File: config.mk
export PLATFORM = sky130hd
export DESIGN_NAME = fbwp_top
export DESIGN_NICKNAME = d
export VERILOG_FILES = /design/src/fbwp_pkg.sv /design/src/fbwp_top.sv
export SDC_FILE = /design/constraint.sdc
export NUM_CORES = 1
export LEC_CHECK = 0
export BUFFER_PORTS_ARGS = -buffer_cell sky130_fd_sc_hd__buf_4
export CORE_MARGIN = 1
export CORE_UTILIZATION = 60
export CTS_BUF_LIST = sky130_fd_sc_hd__clkbuf_8
export CTS_CLUSTER_DIAMETER = 120
export DETAILED_ROUTE_END_ITERATION = 12
export PLACE_DENSITY = 0.83
export SYNTH_ARGS = -nofsm -noshare
export SYNTH_HDL_FRONTEND = slang
export SYNTH_SLANG_ARGS = --single-unit
export TNS_END_PERCENT = 20
File: constraint.sdc
create_clock -name clk_in -period 9.15 [get_ports clk_in]
set_input_delay 2.745 -clock clk_in [delete_from_list [all_inputs] [get_ports clk_in]]
set_output_delay 2.745 -clock clk_in [all_outputs]
set_load 0.05 [all_outputs]
File: src/fbwp_pkg.sv
// Purpose: Shared constants for the flash block write protection logic
// Assumes: Serial bus sampled by clk_in; APB register access
// Notes:   Opcodes, register offsets, status bit positions and reset values
`default_nettype none

package fbwp_pkg;

  // ----------------------------------------
  // Serial opcodes
  // ----------------------------------------
  localparam logic [7:0] OP_WRITE_ENABLE  = 8'h06;
  localparam logic [7:0] OP_WRITE_DISABLE = 8'h04;
  localparam logic [7:0] OP_STATUS_READ   = 8'h05;
  localparam logic [7:0] OP_STATUS_WRITE  = 8'h01;
  localparam logic [7:0] OP_PAGE_PROG     = 8'h02;
  localparam logic [7:0] OP_QUAD_PROG     = 8'h32;
  localparam logic [7:0] OP_SECT_ERASE_A  = 8'h20;
  localparam logic [7:0] OP_SECT_ERASE_B  = 8'hd7;
  localparam logic [7:0] OP_BLK32_ERASE   = 8'h52;
  localparam logic [7:0] OP_BLK64_ERASE   = 8'hd8;
  localparam logic [7:0] OP_CHIP_ERASE_A  = 8'hc7;
  localparam logic [7:0] OP_CHIP_ERASE_B  = 8'h60;
  localparam logic [7:0] OP_PARAM_VOL_NW  = 8'hc0;
  localparam logic [7:0] OP_PARAM_VOL_WE  = 8'h63;
  localparam logic [7:0] OP_BANK_VOL_NW   = 8'h17;
  localparam logic [7:0] OP_BANK_VOL_WE   = 8'hc5;

  // ----------------------------------------
  // Operation kinds handed to the array
  // ----------------------------------------
  typedef enum logic [2:0] {
    FBWP_OP_PROG  = 3'b000,
    FBWP_OP_SECT  = 3'b001,
    FBWP_OP_BLK32 = 3'b010,
    FBWP_OP_BLK64 = 3'b011,
    FBWP_OP_CHIP  = 3'b100
  } fbwp_op_t;

  // ----------------------------------------
  // Status byte layout and reset values
  // ----------------------------------------
  localparam int         SR_LATCH_POS  = 1;
  localparam int         SR_BP_LSB     = 2;
  localparam int         SR_QUAD_POS   = 6;
  localparam int         SR_LOCK_POS   = 7;
  localparam logic [5:0] SR_NV_RESET   = 6'h00;
  localparam logic       SIDE_RESET    = 1'b0;
  localparam logic [7:0] VOL_RESET     = 8'h00;
  localparam int         ADDR_BYTES    = 3;

  // ----------------------------------------
  // APB register offsets
  // ----------------------------------------
  localparam logic [7:0] REG_STATUS    = 8'h00;
  localparam logic [7:0] REG_FUNC      = 8'h04;
  localparam logic [7:0] REG_VOLATILE  = 8'h08;
  localparam logic [7:0] REG_LAST_OP   = 8'h0c;
  localparam int         FUNC_SIDE_POS = 1;
  localparam int         LAST_REJ_POS  = 31;

endpackage : fbwp_pkg

`default_nettype wire

File: src/fbwp_top.sv
// Purpose: Block write protection and status register gate of a serial flash
// Assumes: Serial pins asynchronous to clk_in; array core executes issued ops
// Notes:   Serial clock is oversampled; mode 0 framing by chip select
//
// Summary of operation
// [RULE1] C0h and 17h need no write enable
// [RULE2] Program or erase in protected region refused
// [RULE3] Chip erase only when protect code zero
// [RULE4] Disable bit clear: status writes always allowed
// [RULE5] Disable set, protect pin low: writes ignored
// [RULE6] Disable set, protect pin high: writes allowed
// [RULE7] Quad bit zero: pins keep control functions
// [RULE8] Quad bit one: pins are data lines
// [RULE9] 64KB codes 1-10 protect powers of two
// [RULE10] 64KB codes 11-15 protect 768..1024 blocks
// [RULE11] Selector zero top down, one bottom up
// [RULE12] 256KB codes 1-8 protect powers of two
// [RULE13] 256KB codes 9-15 protect all blocks
// [RULE14] Selector is set-only, never back to top
// [RULE15] Host sends write enable before writes
// [RULE16] Overlapping erase rejected as a whole
`timescale 1ns/100ps
`default_nettype none

module fbwp_top #(
  parameter int ADDR_W       = 26,
  parameter bit LARGE_BLOCKS = 1'b0
) (
  // Clock and reset
  input  wire logic              clk_in,
  input  wire logic              nrst_in,
  // APB slave
  input  wire logic [7:0]        paddr_in,
  input  wire logic              psel_in,
  input  wire logic              penable_in,
  input  wire logic              pwrite_in,
  input  wire logic [31:0]       pwdata_in,
  output logic      [31:0]       prdata_out,
  output logic                   pready_out,
  output logic                   pslverr_out,
  // Serial link
  input  wire logic              sck_in,
  input  wire logic              cs_n_in,
  input  wire logic              si_in,
  input  wire logic              so_in,
  output logic                   so_out,
  output logic                   so_oe_out,
  input  wire logic              data_line_two_in,
  output logic                   data_line_two_out,
  output logic                   data_line_two_oe_out,
  input  wire logic              data_line_three_in,
  output logic                   data_line_three_out,
  output logic                   data_line_three_oe_out,
  // Array core
  input  wire logic              core_busy_in,
  output logic                   op_valid_out,
  output logic      [2:0]        op_kind_out,
  output logic      [ADDR_W-1:0] op_addr_out,
  output logic                   op_reject_out,
  output logic                   prog_byte_valid_out,
  output logic      [7:0]        prog_byte_out,
  output logic                   hold_active_out
);

  typedef enum logic [2:0] {
    ST_CMD  = 3'b000,
    ST_ADDR = 3'b001,
    ST_DATA = 3'b010,
    ST_READ = 3'b011,
    ST_SKIP = 3'b100
  } fbwp_state_t;

  localparam int NBLK_W = 11;
  localparam logic [NBLK_W-1:0] NBLK = LARGE_BLOCKS ? 11'd256 : 11'd1024;

  // ----------------------------------------
  // Pin synchronisers
  // ----------------------------------------
  logic [4:0] pin_s1_r;
  logic [4:0] pin_s2_r;
  logic       sck_d_r;
  logic       cs_d_r;
  logic       sck_s1_r;
  logic       sck_s2_r;

  always_ff @(posedge clk_in) begin
    if (!nrst_in) begin
      pin_s1_r <= 5'h1f;
      pin_s2_r <= 5'h1f;
      sck_d_r  <= 1'b0;
      cs_d_r   <= 1'b1;
    end else begin
      pin_s1_r <= {data_line_three_in, data_line_two_in, so_in, si_in, cs_n_in};
      pin_s2_r <= pin_s1_r;
      sck_d_r  <= sck_s2_r;
      cs_d_r   <= pin_s2_r[0];
    end
  end

  always_ff @(posedge clk_in) begin
    if (!nrst_in) begin
      sck_s1_r <= 1'b0;
      sck_s2_r <= 1'b0;
    end else begin
      sck_s1_r <= sck_in;
      sck_s2_r <= sck_s1_r;
    end
  end

  // ----------------------------------------
  // Status, function and volatile state
  // ----------------------------------------
  logic [5:0]        sr_nv_r;
  logic              write_enable_latch_r;
  logic              top_bottom_select_r;
  logic [7:0]        vol_param_r;
  logic [7:0]        vol_bank_r;
  logic              last_rej_r;
  logic [2:0]        last_kind_r;
  logic [ADDR_W-1:0] last_addr_r;

  logic       quad_enable_bit;
  logic       status_write_disable;
  logic [3:0] bp;
  assign quad_enable_bit      = sr_nv_r[fbwp_pkg::SR_QUAD_POS - fbwp_pkg::SR_BP_LSB];
  assign status_write_disable = sr_nv_r[fbwp_pkg::SR_LOCK_POS - fbwp_pkg::SR_BP_LSB];
  assign bp                   = sr_nv_r[3:0];

  // [RULE7] Control pin functions
  logic wp_low;
  logic hold_act;
  assign wp_low   = ~quad_enable_bit & ~pin_s2_r[3];
  assign hold_act = ~quad_enable_bit & ~pin_s2_r[4] & ~pin_s2_r[0];
  assign hold_active_out = hold_act;

  logic active;
  logic sck_rise;
  logic sck_fall;
  logic cs_rise;
  assign active   = ~pin_s2_r[0];
  assign sck_rise = sck_s2_r & ~sck_d_r & active & ~hold_act;
  assign sck_fall = ~sck_s2_r & sck_d_r & active & ~hold_act;
  assign cs_rise  = pin_s2_r[0] & ~cs_d_r;

  // ----------------------------------------
  // Protected range decode
  // ----------------------------------------
  function automatic logic [NBLK_W-1:0] prot_count(input logic [3:0] code);
    logic [NBLK_W-1:0] n;
    n = '0;
    if (code == 4'h0) begin
      n = '0;
    end else if (LARGE_BLOCKS) begin
      // [RULE12] Doubling up to 128
      // [RULE13] Nine and above: all
      n = (code > 4'h8) ? 11'd256 : (11'd1 << (code - 4'h1));
    end else if (code <= 4'ha) begin
      // [RULE9] Doubling up to 512
      n = 11'd1 << (code - 4'h1);
    end else begin
      // [RULE10] Upper code counts
      case (code)
        4'hb:    n = 11'd768;
        4'hc:    n = 11'd896;
        4'hd:    n = 11'd960;
        4'he:    n = 11'd992;
        default: n = 11'd1024;
      endcase
    end
    return n;
  endfunction : prot_count

  logic [ADDR_W-1:0] addr_r;
  logic [NBLK_W-1:0] blk;
  logic [NBLK_W-1:0] pcnt;
  logic              in_prot;
  assign blk  = LARGE_BLOCKS ? NBLK_W'(addr_r[ADDR_W-1:18]) : NBLK_W'(addr_r[ADDR_W-1:16]);
  assign pcnt = prot_count(bp);
  // [RULE11] Top down or bottom up
  // [RULE16] Erases sit in one block
  assign in_prot = top_bottom_select_r ? (blk < pcnt) : (blk >= NBLK - pcnt);

  // ----------------------------------------
  // Serial command framing
  // ----------------------------------------
  fbwp_state_t state_r;
  logic [7:0]  opcode_r;
  logic [7:0]  shift_r;
  logic [2:0]  bitcnt_r;
  logic [1:0]  abytes_r;
  logic        got_data_r;
  logic [7:0]  data_r;
  logic        quad_r;
  logic [7:0]  so_shift_r;
  logic [7:0]  nbyte;
  logic        byte_done;
  logic [7:0]  status_byte;

  assign status_byte = {sr_nv_r, write_enable_latch_r, core_busy_in};
  // [RULE8] Four data lines in quad
  assign nbyte = quad_r ? {shift_r[3:0], pin_s2_r[4:1]} : {shift_r[6:0], pin_s2_r[1]};
  assign byte_done = sck_rise && (quad_r ? (bitcnt_r == 3'd1) : (bitcnt_r == 3'd7));

  logic is_prog;
  logic is_erase;
  assign is_prog  = (opcode_r == fbwp_pkg::OP_PAGE_PROG) || (opcode_r == fbwp_pkg::OP_QUAD_PROG);
  assign is_erase = (opcode_r == fbwp_pkg::OP_SECT_ERASE_A) ||
                    (opcode_r == fbwp_pkg::OP_SECT_ERASE_B) ||
                    (opcode_r == fbwp_pkg::OP_BLK32_ERASE) ||
                    (opcode_r == fbwp_pkg::OP_BLK64_ERASE);

  always_ff @(posedge clk_in) begin
    if (!nrst_in) begin
      state_r    <= ST_CMD;
      opcode_r   <= 8'h00;
      shift_r    <= 8'h00;
      bitcnt_r   <= 3'd0;
      abytes_r   <= 2'd0;
      got_data_r <= 1'b0;
      data_r     <= 8'h00;
      quad_r     <= 1'b0;
      addr_r     <= '0;
    end else if (cs_rise || !active) begin
      state_r    <= ST_CMD;
      bitcnt_r   <= 3'd0;
      quad_r     <= 1'b0;
      if (cs_rise) begin
        abytes_r   <= 2'd0;
        got_data_r <= 1'b0;
        opcode_r   <= 8'h00;
      end
    end else if (sck_rise) begin
      shift_r  <= nbyte;
      bitcnt_r <= byte_done ? 3'd0 : bitcnt_r + 3'd1;
      if (byte_done) begin
        case (state_r)
          ST_CMD: begin
            opcode_r <= nbyte;
            if (core_busy_in && nbyte != fbwp_pkg::OP_STATUS_READ) begin
              state_r <= ST_SKIP;
            end else if (nbyte == fbwp_pkg::OP_STATUS_READ) begin
              state_r <= ST_READ;
            end else if (nbyte == fbwp_pkg::OP_PAGE_PROG || nbyte == fbwp_pkg::OP_QUAD_PROG ||
                         nbyte == fbwp_pkg::OP_SECT_ERASE_A || nbyte == fbwp_pkg::OP_SECT_ERASE_B ||
                         nbyte == fbwp_pkg::OP_BLK32_ERASE || nbyte == fbwp_pkg::OP_BLK64_ERASE) begin
              state_r <= ST_ADDR;
            end else if (nbyte == fbwp_pkg::OP_STATUS_WRITE ||
                         nbyte == fbwp_pkg::OP_PARAM_VOL_NW || nbyte == fbwp_pkg::OP_PARAM_VOL_WE ||
                         nbyte == fbwp_pkg::OP_BANK_VOL_NW || nbyte == fbwp_pkg::OP_BANK_VOL_WE) begin
              state_r <= ST_DATA;
            end else begin
              state_r <= ST_SKIP;
            end
          end
          ST_ADDR: begin
            addr_r   <= ADDR_W'({addr_r, nbyte});
            abytes_r <= abytes_r + 2'd1;
            if (abytes_r == 2'(fbwp_pkg::ADDR_BYTES - 1)) begin
              // Bank bits extend the three address bytes
              addr_r  <= ADDR_W'({vol_bank_r[1:0], addr_r[15:0], nbyte});
              state_r <= is_prog ? ST_DATA : ST_SKIP;
              quad_r  <= quad_enable_bit && (opcode_r == fbwp_pkg::OP_QUAD_PROG);
            end
          end
          ST_DATA: begin
            if (!got_data_r) begin
              data_r <= nbyte;
            end
            got_data_r <= 1'b1;
          end
          default: state_r <= state_r;
        endcase
      end
    end
  end

  // Status read out on the falling edge
  always_ff @(posedge clk_in) begin
    if (!nrst_in) begin
      so_shift_r <= 8'h00;
      so_out     <= 1'b0;
      so_oe_out  <= 1'b0;
    end else begin
      so_oe_out <= active && (state_r == ST_READ);
      if (sck_fall && state_r == ST_READ) begin
        so_out     <= (bitcnt_r == 3'd1) ? status_byte[7] : so_shift_r[7];
        so_shift_r <= (bitcnt_r == 3'd1) ? {status_byte[6:0], 1'b0} : {so_shift_r[6:0], 1'b0};
      end
    end
  end

  assign data_line_two_out      = 1'b0;
  assign data_line_two_oe_out   = 1'b0;
  assign data_line_three_out    = 1'b0;
  assign data_line_three_oe_out = 1'b0;

  // ----------------------------------------
  // Program data stream
  // ----------------------------------------
  always_ff @(posedge clk_in) begin
    if (!nrst_in) begin
      prog_byte_valid_out <= 1'b0;
      prog_byte_out       <= 8'h00;
    end else begin
      // [RULE2] Protected data dropped
      prog_byte_valid_out <= byte_done && state_r == ST_DATA && is_prog &&
                             write_enable_latch_r && !in_prot;
      if (byte_done) begin
        prog_byte_out <= nbyte;
      end
    end
  end

  // ----------------------------------------
  // Execution at end of frame
  // ----------------------------------------
  logic [2:0] op_kind;
  always_comb begin
    case (opcode_r)
      fbwp_pkg::OP_SECT_ERASE_A: op_kind = fbwp_pkg::FBWP_OP_SECT;
      fbwp_pkg::OP_SECT_ERASE_B: op_kind = fbwp_pkg::FBWP_OP_SECT;
      fbwp_pkg::OP_BLK32_ERASE:  op_kind = fbwp_pkg::FBWP_OP_BLK32;
      fbwp_pkg::OP_BLK64_ERASE:  op_kind = fbwp_pkg::FBWP_OP_BLK64;
      default:                   op_kind = fbwp_pkg::FBWP_OP_PROG;
    endcase
  end

  logic frame_ok;
  logic sr_writable;
  logic addr_done;
  assign frame_ok  = cs_rise && (bitcnt_r == 3'd0);
  assign addr_done = (abytes_r == 2'(fbwp_pkg::ADDR_BYTES));
  // [RULE4] Disable clear: writable
  // [RULE5] Disable set, pin low: locked
  // [RULE6] Disable set, pin high: writable
  assign sr_writable = ~status_write_disable | ~wp_low;

  always_ff @(posedge clk_in) begin
    if (!nrst_in) begin
      sr_nv_r       <= fbwp_pkg::SR_NV_RESET;
      write_enable_latch_r <= 1'b0;
      vol_param_r   <= fbwp_pkg::VOL_RESET;
      vol_bank_r    <= fbwp_pkg::VOL_RESET;
      op_valid_out  <= 1'b0;
      op_reject_out <= 1'b0;
      op_kind_out   <= fbwp_pkg::FBWP_OP_PROG;
      op_addr_out   <= '0;
      last_rej_r    <= 1'b0;
      last_kind_r   <= fbwp_pkg::FBWP_OP_PROG;
      last_addr_r   <= '0;
    end else begin
      op_valid_out  <= 1'b0;
      op_reject_out <= 1'b0;
      if (frame_ok && !(core_busy_in && opcode_r != fbwp_pkg::OP_STATUS_READ)) begin
        case (opcode_r)
          fbwp_pkg::OP_WRITE_ENABLE:  write_enable_latch_r <= 1'b1;
          fbwp_pkg::OP_WRITE_DISABLE: write_enable_latch_r <= 1'b0;
          fbwp_pkg::OP_STATUS_WRITE: begin
            // [RULE15] Latch must be set
            if (write_enable_latch_r && got_data_r && sr_writable) begin
              sr_nv_r              <= data_r[7:2];
              write_enable_latch_r <= 1'b0;
            end
          end
          // [RULE1] No latch needed for C0h and 17h
          fbwp_pkg::OP_PARAM_VOL_NW: if (got_data_r) vol_param_r <= data_r;
          fbwp_pkg::OP_BANK_VOL_NW:  if (got_data_r) vol_bank_r <= data_r;
          fbwp_pkg::OP_PARAM_VOL_WE: if (got_data_r && write_enable_latch_r) vol_param_r <= data_r;
          fbwp_pkg::OP_BANK_VOL_WE:  if (got_data_r && write_enable_latch_r) vol_bank_r <= data_r;
          fbwp_pkg::OP_CHIP_ERASE_A, fbwp_pkg::OP_CHIP_ERASE_B: begin
            if (write_enable_latch_r) begin
              // [RULE3] Only with zero code
              op_valid_out  <= (bp == 4'h0);
              op_reject_out <= (bp != 4'h0);
              op_kind_out   <= fbwp_pkg::FBWP_OP_CHIP;
              op_addr_out   <= '0;
              last_rej_r    <= (bp != 4'h0);
              last_kind_r   <= fbwp_pkg::FBWP_OP_CHIP;
              last_addr_r   <= '0;
              write_enable_latch_r <= 1'b0;
            end
          end
          default: begin
            if (write_enable_latch_r && addr_done && (is_erase || (is_prog && got_data_r))) begin
              // [RULE2] Refuse protected target
              // [RULE16] Whole erase rejected
              op_valid_out  <= !in_prot;
              op_reject_out <= in_prot;
              op_kind_out   <= op_kind;
              op_addr_out   <= addr_r;
              last_rej_r    <= in_prot;
              last_kind_r   <= op_kind;
              last_addr_r   <= addr_r;
              write_enable_latch_r <= 1'b0;
            end
          end
        endcase
      end
    end
  end

  // ----------------------------------------
  // APB slave
  // ----------------------------------------
  logic setup;
  assign setup      = psel_in && !penable_in;
  assign pready_out = 1'b1;

  always_ff @(posedge clk_in) begin
    if (!nrst_in) begin
      top_bottom_select_r <= fbwp_pkg::SIDE_RESET;
    end else if (psel_in && penable_in && pwrite_in && paddr_in == fbwp_pkg::REG_FUNC) begin
      // [RULE14] Selector only sets
      top_bottom_select_r <= top_bottom_select_r | pwdata_in[fbwp_pkg::FUNC_SIDE_POS];
    end
  end

  always_ff @(posedge clk_in) begin
    if (!nrst_in) begin
      prdata_out  <= 32'h0000_0000;
      pslverr_out <= 1'b0;
    end else if (setup) begin
      pslverr_out <= 1'b0;
      prdata_out  <= 32'h0000_0000;
      if (paddr_in == fbwp_pkg::REG_STATUS) begin
        prdata_out <= {24'h00_0000, status_byte};
      end else if (paddr_in == fbwp_pkg::REG_FUNC) begin
        prdata_out <= 32'(top_bottom_select_r) << fbwp_pkg::FUNC_SIDE_POS;
      end else if (paddr_in == fbwp_pkg::REG_VOLATILE) begin
        prdata_out <= {16'h0000, vol_bank_r, vol_param_r};
      end else if (paddr_in == fbwp_pkg::REG_LAST_OP) begin
        prdata_out <= {last_rej_r, 2'b00, last_kind_r, 26'(last_addr_r)};
      end else begin
        pslverr_out <= 1'b1;
      end
    end
  end

endmodule : fbwp_top

`default_nettype wire

==> results of run 1 <==
registers in the layout (all words and copies together) (netlist names), 7 cells and up:
register / flops
prdata_out: 30
addr_r: 26
last_addr_r: 26
data_r: 8
opcode_r: 8
prog_byte_out: 8
vol_bank_r: 8
vol_param_r: 8
shift_r: 7
so_shift_r: 7
cell type report:
cell class,instances,area (µm²),area share (%)
clock buffer,18,248,2.66
sequential,178,3560,38.2
tap,176,220,2.36
inverter,23,87.6,0.939
timing repair buffer,103,773,8.29
multi-input combinational,691,4270,45.8
clock inverter,14,163,1.74
metrics by stage:
| step | hold WS, ns | cells | setup WS, ns |
|---|---|---|---|
| after detailed placement | 0.392 | 1171 | 4.17 |
| after floorplan | 0.386 | 974 | 4.90 |
| after global placement | 0.389 | 1171 | 4.14 |
| after CTS | 0.413 | 1203 | 4.61 |
| after global routing | 0.434 | 1203 | 4.32 |
| final | 0.411 | 1203 | 4.57 |
Yosys cell counts (7+ instances only):
cell / count
dfxtp_1: 178
nor2_1: 146
nand2_1: 83
nand3_1: 66
mux2i_1: 59
clkbuf_1: 57
a21oi_1: 43
a211oi_1: 37
ha_1: 26
inv_1: 22
o21ai_0: 22
o21ai_1: 20
a22oi_1: 18
nand2b_1: 17
nor3_1: 15
nor4_1: 11
buf_1: 10
nor2b_1: 10
buf_4: 8
a221oi_1: 7
layer usage:
layer | share of wire, % | GRT usage (%)
met1 | 46 | 41.4
met2 | 44 | 44.9
met3 | 7.6 | 7.04
met4 | 2.7 | 11.2
met5 | 0 | 0
logic make-up (layout without fill, tap and decap cells):
| logic type | after synthesis | count (layout) | share of synthesized area, % |
|---|---|---|---|
| adders and majority gates | 26 | 26 | 3.95 |
| xor gates and xnor gates | 5 | 5 | 0.532 |
| other | 2 | 7 | 0.0912 |
| and+or+nand+nor | 394 | 394 | 22.8 |
| buffers and inverters | 105 | 158 | 5.48 |
| AOI/OAI and AO/OA | 197 | 197 | 16.1 |
| DFF | 178 | 178 | 43.3 |
| muxes | 62 | 62 | 7.72 |
power by group:
part           leakage [nW]  switching [mW]  internal, mW  total [mW]
logic                  1.92          0.0333        0.0134      0.0467
registers              1.44         0.00327         0.777       0.780
clock network         0.212           0.288         0.276       0.564
total                  3.57           0.324          1.07        1.39
worst min path at each step:
stage	start	endpoint	cells past startpoint
2_1_floorplan	pin_s1_r[0]$_SDFF_PN1_	pin_s2_r[0]$_SDFF_PN1_	1
3_3_place_gp	pin_s1_r[1]$_SDFF_PN1_	pin_s2_r[1]$_SDFF_PN1_	1
3_5_place_dp	pin_s1_r[0]$_SDFF_PN1_	pin_s2_r[0]$_SDFF_PN1_	1
4_1_cts	pin_s1_r[0]$_SDFF_PN1_	pin_s2_r[0]$_SDFF_PN1_	1
5_1_grt	pin_s1_r[1]$_SDFF_PN1_	pin_s2_r[1]$_SDFF_PN1_	1
6_report	pin_s1_r[0]$_SDFF_PN1_	pin_s2_r[0]$_SDFF_PN1_	1
==> results.md, run 1 <==
* Chip Width at 119 µm
* Post-CTS setup buffer count at 0
* Clk slew on worst S/H paths at 0.09 ns
* CTS sink cnt at 178
* PortBufs at 94
* Cell at the slowest stage of the critical path: nor4_1
* Initial antenna violation count at 0
* FMAX at 0.218 GHz
* R2r endpoint: last_rej_r$_SDFFE_PN0P_
* Async set or reset register ratio after synthesis at 0%
* Drt initial violations at 676
* First-pass DRT Iterations at 5
* Wirelength per Cell at 17.1 µm
* CTS Buffer Depth at 2
* Maximum fanout along the worst path at 33
* DRC Markers at 0
* Worst Path Buf+Inv at 1
* Vias/cell at 5.98
* Post-CTS sizing at 0
* End point of the critical path: prdata_out[3]$_SDFFE_PN0P_
* Period utilization at 50.1%
* Max-slew violations at 0
* Die area at 14,200 µm²
* Core area at 13,300 µm²
* Detail Placement HPWL at 14,300 µm
* Number of synthesized flops with an enable pin at 0
* Area after DPL at 8920 µm²
* ANT nets after route at 0
* CP Capture Type: flip-flop
* Commonest cells after routing, fill and taps aside: 178 x dfxtp_1, 146 x nor2_1, 103 x buf_4
* Starting Density at 62.0%
* Worst r2r src: sr_nv_r[1]$_SDFFE_PN0P_
* CP startpoint kind: input port
* Critical Path Stages at 5
* Synth Instances at 969
* First-pass GRT wire length at 33,200 µm
* Library cells used by synthesis at 69
* Ratio of cells with drive above 1 in the final layout at 14.7%
* Worst rel slew slack at 18.7%
* Sequential area share after synthesis at 43.3%
* P_leak at 3.57 nW
* Filler cell count at 1,110
* Fin crit period at 4.58 ns
* RSZ-0062 raised after global routing: false
* Critical path class: in2reg
* Final setup fails at 0
* Ys Warns at 0
* Syn Std Cell Area at 8240 µm²
* Number of CTS-inserted buffers at 17
* Syn_area_per_cell at 8.50 µm²
* Max incr delay on CP at 1.08 ns
* Syn-to-layout area delta at 13.2%
* Worst Skew at 0.0115 ns
* Vias in the first global route at 6,368
* Maxcap violations at 0
* P per Cell Area at 149 nW/µm²
* Final core utilization at 70.1%
* Top cell type's share of synthesized area at 43.3%
* Root buf cell: clkbuf_8
* Inserted Diodes at 0
* Drt total wl at 20,500 µm
* Worst R2R Path Depth at 16
* Final Power at 1.39 mW
* Hold/Removal Path Class: reg2reg
* Measured slew at the worst slew-check pin at 1.22 ns
* Die Span Y at 119 µm
* Setup TNS at 0 ns
* Leading cell type in the layout, fill and taps excluded: dfxtp_1
* Yosys reg bits at 178
* Largest net degree at the start of global routing at 72
* Congestion Overflow GR at 0
* Post-layout instance area at 9330 µm²
* Crit path max-delay family: simple AND/OR/NAND/NOR gates
* Rows at 42
* Vias at 7,192
* Total track usage at 29.8%
* Hold Buf Count CTS at 0
* Area contributors post-synth: dfxtp_1 43%, mux2i_1 7.2%, nor2_1 6.7%, nand3_1 4.0%, ha_1 3.9%
* Post-synth top flop: dfxtp_1
* Status: complete, no violations
* IO Pins at 133
* Peak supply drop at 117 µV
* Final Net Count at 1,092
* Post-synth top area cell: dfxtp_1
* CP Launch Point: penable_in
* Worst skew pair latency at 0.48 ns
* CTS tree: done
* Final Hold Viols at 0
* WP data required at 9.57 ns
* Critical-path cell list: buf_4, nand2b_1, nor4_1, a221oi_1, nor2_1
* Worst reg-to-reg setup slack at 5.03 ns
* Htree depth at 4
* Worst EP arrival at 5.00 ns
* GPL Wtd Cong at 0.899
(Power assumes the default switching activity.)
==> inputs of run 2 (changes only) <==
CORE_UTILIZATION = 53   (was 60)
PLACE_DENSITY = 0.78   (was 0.83)
clock period = 3.7 ns   (was 9.15 ns; I/O delays follow)
==> run 2 against run 1 <==
Net effect:
- die area is 13% higher
- largest cell class unchanged
- critical endpoint is now last_rej_r$_SDFFE_PN0P_
- clock-buffer cell count is 1 higher
- clock power is 120% higher
- critical path type is now reg2reg
- via count is 1.5% lower
- cell count is 1.9% higher
- wire length is 0.83% lower
- critical path depth is 11 higher
- first-iteration DRC count is 8.7% lower
- global-route usage is 4.2 points lower
- non-clock buffer count is 12 higher
- sequential power is 150% higher
==> results.md, run 2 (synthesis gave the netlist of run 1 again) <==
* Status: complete, no violations
* RSZ-0062 raised after global routing: false
* Wirelength per Cell at 16.6 µm
* Fin crit period at 3.47 ns
* Commonest cells after routing, fill and taps aside: 178 x dfxtp_1, 146 x nor2_1, 113 x buf_4
* Largest net degree at the start of global routing at 118
* Starting Density at 54.2%
* Measured slew at the worst slew-check pin at 1.12 ns
* Hold Buf Count CTS at 0
* Max-slew violations at 0
* IO Pins at 133
* Final Net Count at 1,104
* Initial antenna violation count at 0
* WP data required at 4.05 ns
* Final Hold Viols at 0
* GPL Wtd Cong at 0.830
* Ratio of cells with drive above 1 in the final layout at 15.8%
* Die area at 16,000 µm²
* Grt met1 use at 36.2%
* DRC Markers at 0
* GRT Max-Usage Layer: met2
* Worst rel slew slack at 24.5%
* First-pass GRT wire length at 32,400 µm
* Htree depth at 4
* GR Util met2 at 38.2%
* CP Capture Type: flip-flop
* Die Span Y at 127 µm
* Final setup fails at 0
* Final core utilization at 61.9%
* Syn-to-layout area delta at 14.2%
* Number of flip-flops in the largest register at 30
* Leading cell type in the layout, fill and taps excluded: dfxtp_1
* Maxcap violations at 0
* Core area at 15,200 µm²
* Inserted Diodes at 0
* Critical path class: reg2reg
* Period utilization at 93.9%
* Setup TNS at 0 ns
* Post-CTS setup buffer count at 0
* Maximum fanout along the worst path at 5
* CTS sink cnt at 178
* Vias in the first global route at 6,229
* Drt initial violations at 617
* Congestion Overflow GR at 0
* Top reg by flops: prdata_out
* Worst Skew at 0.0145 ns
* PortBufs at 94
* Total track usage at 25.7%
* CTS tree: done
* Hold/Removal Path Class: reg2reg
* Peak supply drop at 280 µV
* P per Cell Area at 350 nW/µm²
* Vias at 7,083
* Worst skew pair latency at 0.47 ns
* Post-CTS sizing at 0
* Largest regs: prdata_out x30, addr_r x26, last_addr_r x26
* Detail Placement HPWL at 14,400 µm
* M3 GR Usage at 5.82%
* Rows at 45
* FMAX at 0.288 GHz
* CP startpoint kind: flip-flop
* Chip Width at 127 µm
* P_leak at 3.61 nW
* First-pass DRT Iterations at 5
* Vias/cell at 5.78
* Number of CTS-inserted buffers at 17
* Worst EP arrival at 3.83 ns
* Root buf cell: clkbuf_8
* Clk slew on worst S/H paths at 0.09 ns
* CTS Buffer Depth at 2
* Drt total wl at 20,300 µm
* ANT nets after route at 0
==> run 2: final cells by class <==
class,instances,area (µm²)
Multi-Input combinational cell,691,4270
Fill cell,1352,5800
Sequential cell,178,3560
Clock inverter,12,96.3
Clock buffer,19,262
Inverter,23,87.6
Timing Repair Buffer,115,888
Tap cell,188,235
==> run 2: routing by layer <==
| layer | share of wire (%) | vias to the layer above |
|---|---|---|
| li1 | - | 3526 |
| met1 | 46 | 3293 |
| met2 | 44 | 242 |
| met3 | 7.6 | 22 |
| met4 | 2.3 | 0 |
| met5 | 0 | - |
==> run 2: power by group <==
part,total (mW),internal (mW),switching [mW]
clock network,1.24,0.511,0.732
logic,0.117,0.0350,0.0822
registers,1.93,1.92,0.00764
total,3.29,2.47,0.822
==> run 2: final timing paths <==
kind / startpoint / endpoint / slack (ns) / cells past startpoint
setup / recovery: sr_nv_r[2]$_SDFFE_PN0P_ / last_rej_r$_SDFFE_PN0P_ / 0.23 / 16
setup reg to reg: sr_nv_r[2]$_SDFFE_PN0P_ / last_rej_r$_SDFFE_PN0P_ / 0.23 / 16
hold / removal: pin_s1_r[3]$_SDFF_PN1_ / pin_s2_r[3]$_SDFF_PN1_ / 0.41 / 1
hold reg to reg: pin_s1_r[3]$_SDFF_PN1_ / pin_s2_r[3]$_SDFF_PN1_ / 0.41 / 1
==> run 2: worst max-delay path: stages (launching register included) <==
cell and delay (ns):
dfxtp_1 0.32, nor2_1 0.29, and2_1 0.21, inv_1 0.05, ha_1 0.24, xor2_1 0.17
a21oi_1 0.16, a21oi_1 0.08, a211oi_1 0.24, ha_1 0.32, o2111ai_1 0.21, nand2_1 0.07
a21oi_1 0.11, o21ai_0 0.10, a221o_1 0.42, a22oi_1 0.27, o21ai_0 0.11
==> run 2: through the flow <==
stage	area [µm²]	hold slack (ns)	power, mW	cells	setup slack, ns
2_1_floorplan	8260	0.386	2.06	974	0.500
3_3_place_gp	9050	0.389	2.09	1195	0.346
3_5_place_dp	9050	0.396	2.09	1195	0.270
4_1_cts	9400	0.417	3.30	1226	0.257
5_1_grt	9400	0.428	3.40	1226	0.0155
6_report	9400	0.414	3.29	1226	0.226
==> inputs of run 3 (changes only) <==
RECOVER_POWER = 50   (was not set)
SLEW_MARGIN = 25   (was not set)
==> run 3 against run 2 <==
Net effect:
- the flow now finishes with violations (capacitance limit, slew limit)
- wire length increased by 0.47%
- non-clock buffer count stayed put
- cell area decreased by 3.0%
- sequential power hardly changed
- setup slack better by 0.0026 ns
- worst hold slack about the same
- die area is the same
- sequential share of layout area is 1.2 points higher
- maximum frequency about the same
- global-route usage is the same
- first-iteration DRC count is 7.1% higher
- register-to-register slack about the same
==> results.md, run 3 (synthesis gave the netlist of run 1 again) <==
* CTS tree: done
* GR Util met2 at 38.2%
* Measured slew at the worst slew-check pin at 2.44 ns
* Initial antenna violation count at 0
* Syn-to-layout area delta at 10.7%
* Worst Path Buf+Inv at 1
* Wirelength per Cell at 16.7 µm
* Grt met1 use at 36.2%
* Vias in the first global route at 6,229
* Crit path max-delay family: compound AO/OA/AOI/OAI gates
* Final Hold Viols at 0
* Final core utilization at 60.0%
* Detail Placement HPWL at 14,400 µm
* Largest net degree at the start of global routing at 118
* ANT nets after route at 0
* Vias at 7,100
* Status: finished, violations left
* FMAX at 0.288 GHz
* Worst Skew at 0.0140 ns
* Period utilization at 93.8%
* IO Pins at 133
* Inserted Diodes at 0
* Final setup fails at 0
* Chip Width at 127 µm
* Violated checks: capacitance limit, slew limit
* Rows at 45
* Commonest cells after routing, fill and taps aside: 178 x dfxtp_1, 146 x nor2_1, 83 x nand2_1
* Worst skew pair latency at 0.46 ns
* Congestion Overflow GR at 0
* WP data required at 4.05 ns
* Core area at 15,200 µm²
* Clk slew on worst S/H paths at 0.09 ns
* Post-CTS sizing at 0
* CP Capture Type: flip-flop
* DRC Markers at 0
* Final Net Count at 1,104
* RSZ-0062 raised after global routing: false
* Critical-path cell list: nor2_1, and2_1, inv_1, ha_1, xor2_1, a21oi_1, a21oi_1, a211oi_1, ha_1, o2111ai_1, nand2_1, a21oi_1, o21ai_0, a221o_1, a22oi_1, o21ai_0
* Most frequent cell on the critical path: a21oi_1
* Post-CTS setup buffer count at 0
* CTS Buffer Depth at 2
* P per Cell Area at 360 nW/µm²
* Filler cell count at 1,419
* Max incr delay on CP at 0.42 ns
* Number of flip-flops in the largest register at 30
* Drt initial violations at 661
* Vias/cell at 5.79
* Critical path class: reg2reg
* First-pass DRT Iterations at 5
* Peak supply drop at 277 µV
* PortBufs at 94
* Cell at the slowest stage of the critical path: a221o_1
* First-pass GRT wire length at 32,400 µm
* Largest regs: prdata_out x30, addr_r x26, last_addr_r x26
* Hold Buf Count CTS at 0
* Drt total wl at 20,400 µm
* CTS sink cnt at 178
* Worst rel slew slack at -62.5%
* Maxcap violations at 1
* Starting Density at 54.2%
* GRT Max-Usage Layer: met2
* Setup TNS at 0 ns
* Top reg by flops: prdata_out
* Ratio of cells with drive above 1 in the final layout at 8.77%
* M3 GR Usage at 5.82%
* Fin crit period at 3.47 ns
* Leading cell type in the layout, fill and taps excluded: dfxtp_1
* Number of CTS-inserted buffers at 17
* Htree depth at 4
* P_leak at 3.28 nW
* Die area at 16,000 µm²
* CP startpoint kind: flip-flop
* Maximum fanout along the worst path at 5
* Max-slew violations at 118
* Die Span Y at 127 µm
* Hold/Removal Path Class: reg2reg
* GPL Wtd Cong at 0.830
* Root buf cell: clkbuf_8
* Worst EP arrival at 3.82 ns
* Total track usage at 25.7%
[run 3: where the power goes]
group          total [mW]  leakage [nW]  internal (mW)  switching (mW)
combinational       0.115          1.67         0.0319          0.0827
clock                1.24         0.178          0.511           0.731
sequential           1.93          1.44           1.92         0.00772
total                3.29          3.28           2.47           0.821
[run 3: worst paths after layout]
kind                                 from                      end  slack, ns  depth (start not counted)
hold reg to reg    pin_s1_r[3]$_SDFF_PN1_   pin_s2_r[3]$_SDFF_PN1_       0.41                          1
hold / removal     pin_s1_r[3]$_SDFF_PN1_   pin_s2_r[3]$_SDFF_PN1_       0.41                          1
setup / recovery  sr_nv_r[2]$_SDFFE_PN0P_  last_rej_r$_SDFFE_PN0P_       0.23                         16
setup reg to reg  sr_nv_r[2]$_SDFFE_PN0P_  last_rej_r$_SDFFE_PN0P_       0.23                         16
[run 3: routing by layer]
metal | vias up | part of all wire, %
li1 | 3531 | -
met1 | 3309 | 47
met2 | 239 | 43
met3 | 21 | 6.9
met4 | 0 | 2.3
met5 | - | 0
[run 3: final cells by class]
cell class                      instances  area, µm²  area share (%)
Sequential cell                       178       3560            39.1
Timing Repair Buffer                  115        596            6.53
Inverter                               23       87.6           0.961
Multi-Input combinational cell        691       4280            46.9
Tap cell                              188        235            2.58
Clock buffer                           19        262            2.87
Clock inverter                         12       96.3            1.06
[run 3: metrics by stage]
step                      instances  hold slack [ns]  total power [mW]  setup slack, ns  instance area (µm²)
final                          1226            0.414              3.29            0.229                 9120
after global routing           1226            0.428              3.39           0.0155                 9120
after CTS                      1226            0.417              3.30            0.257                 9400
after detailed placement       1195            0.396              2.09            0.270                 9050
after global placement         1195            0.389              2.09            0.346                 9050
after floorplan                 974            0.386              2.06            0.500                 8260
[run 3: worst reg2reg max path, stage by stage (launching register included)]
cell and delay [ns]:
dfxtp_1 0.32, nor2_1 0.29, and2_1 0.21, inv_1 0.05, ha_1 0.24, xor2_1 0.17, a21oi_1 0.16, a21oi_1 0.08
a211oi_1 0.24, ha_1 0.32, o2111ai_1 0.21, nand2_1 0.07, a21oi_1 0.11, o21ai_0 0.10, a221o_1 0.42, a22oi_1 0.27
o21ai_0 0.11
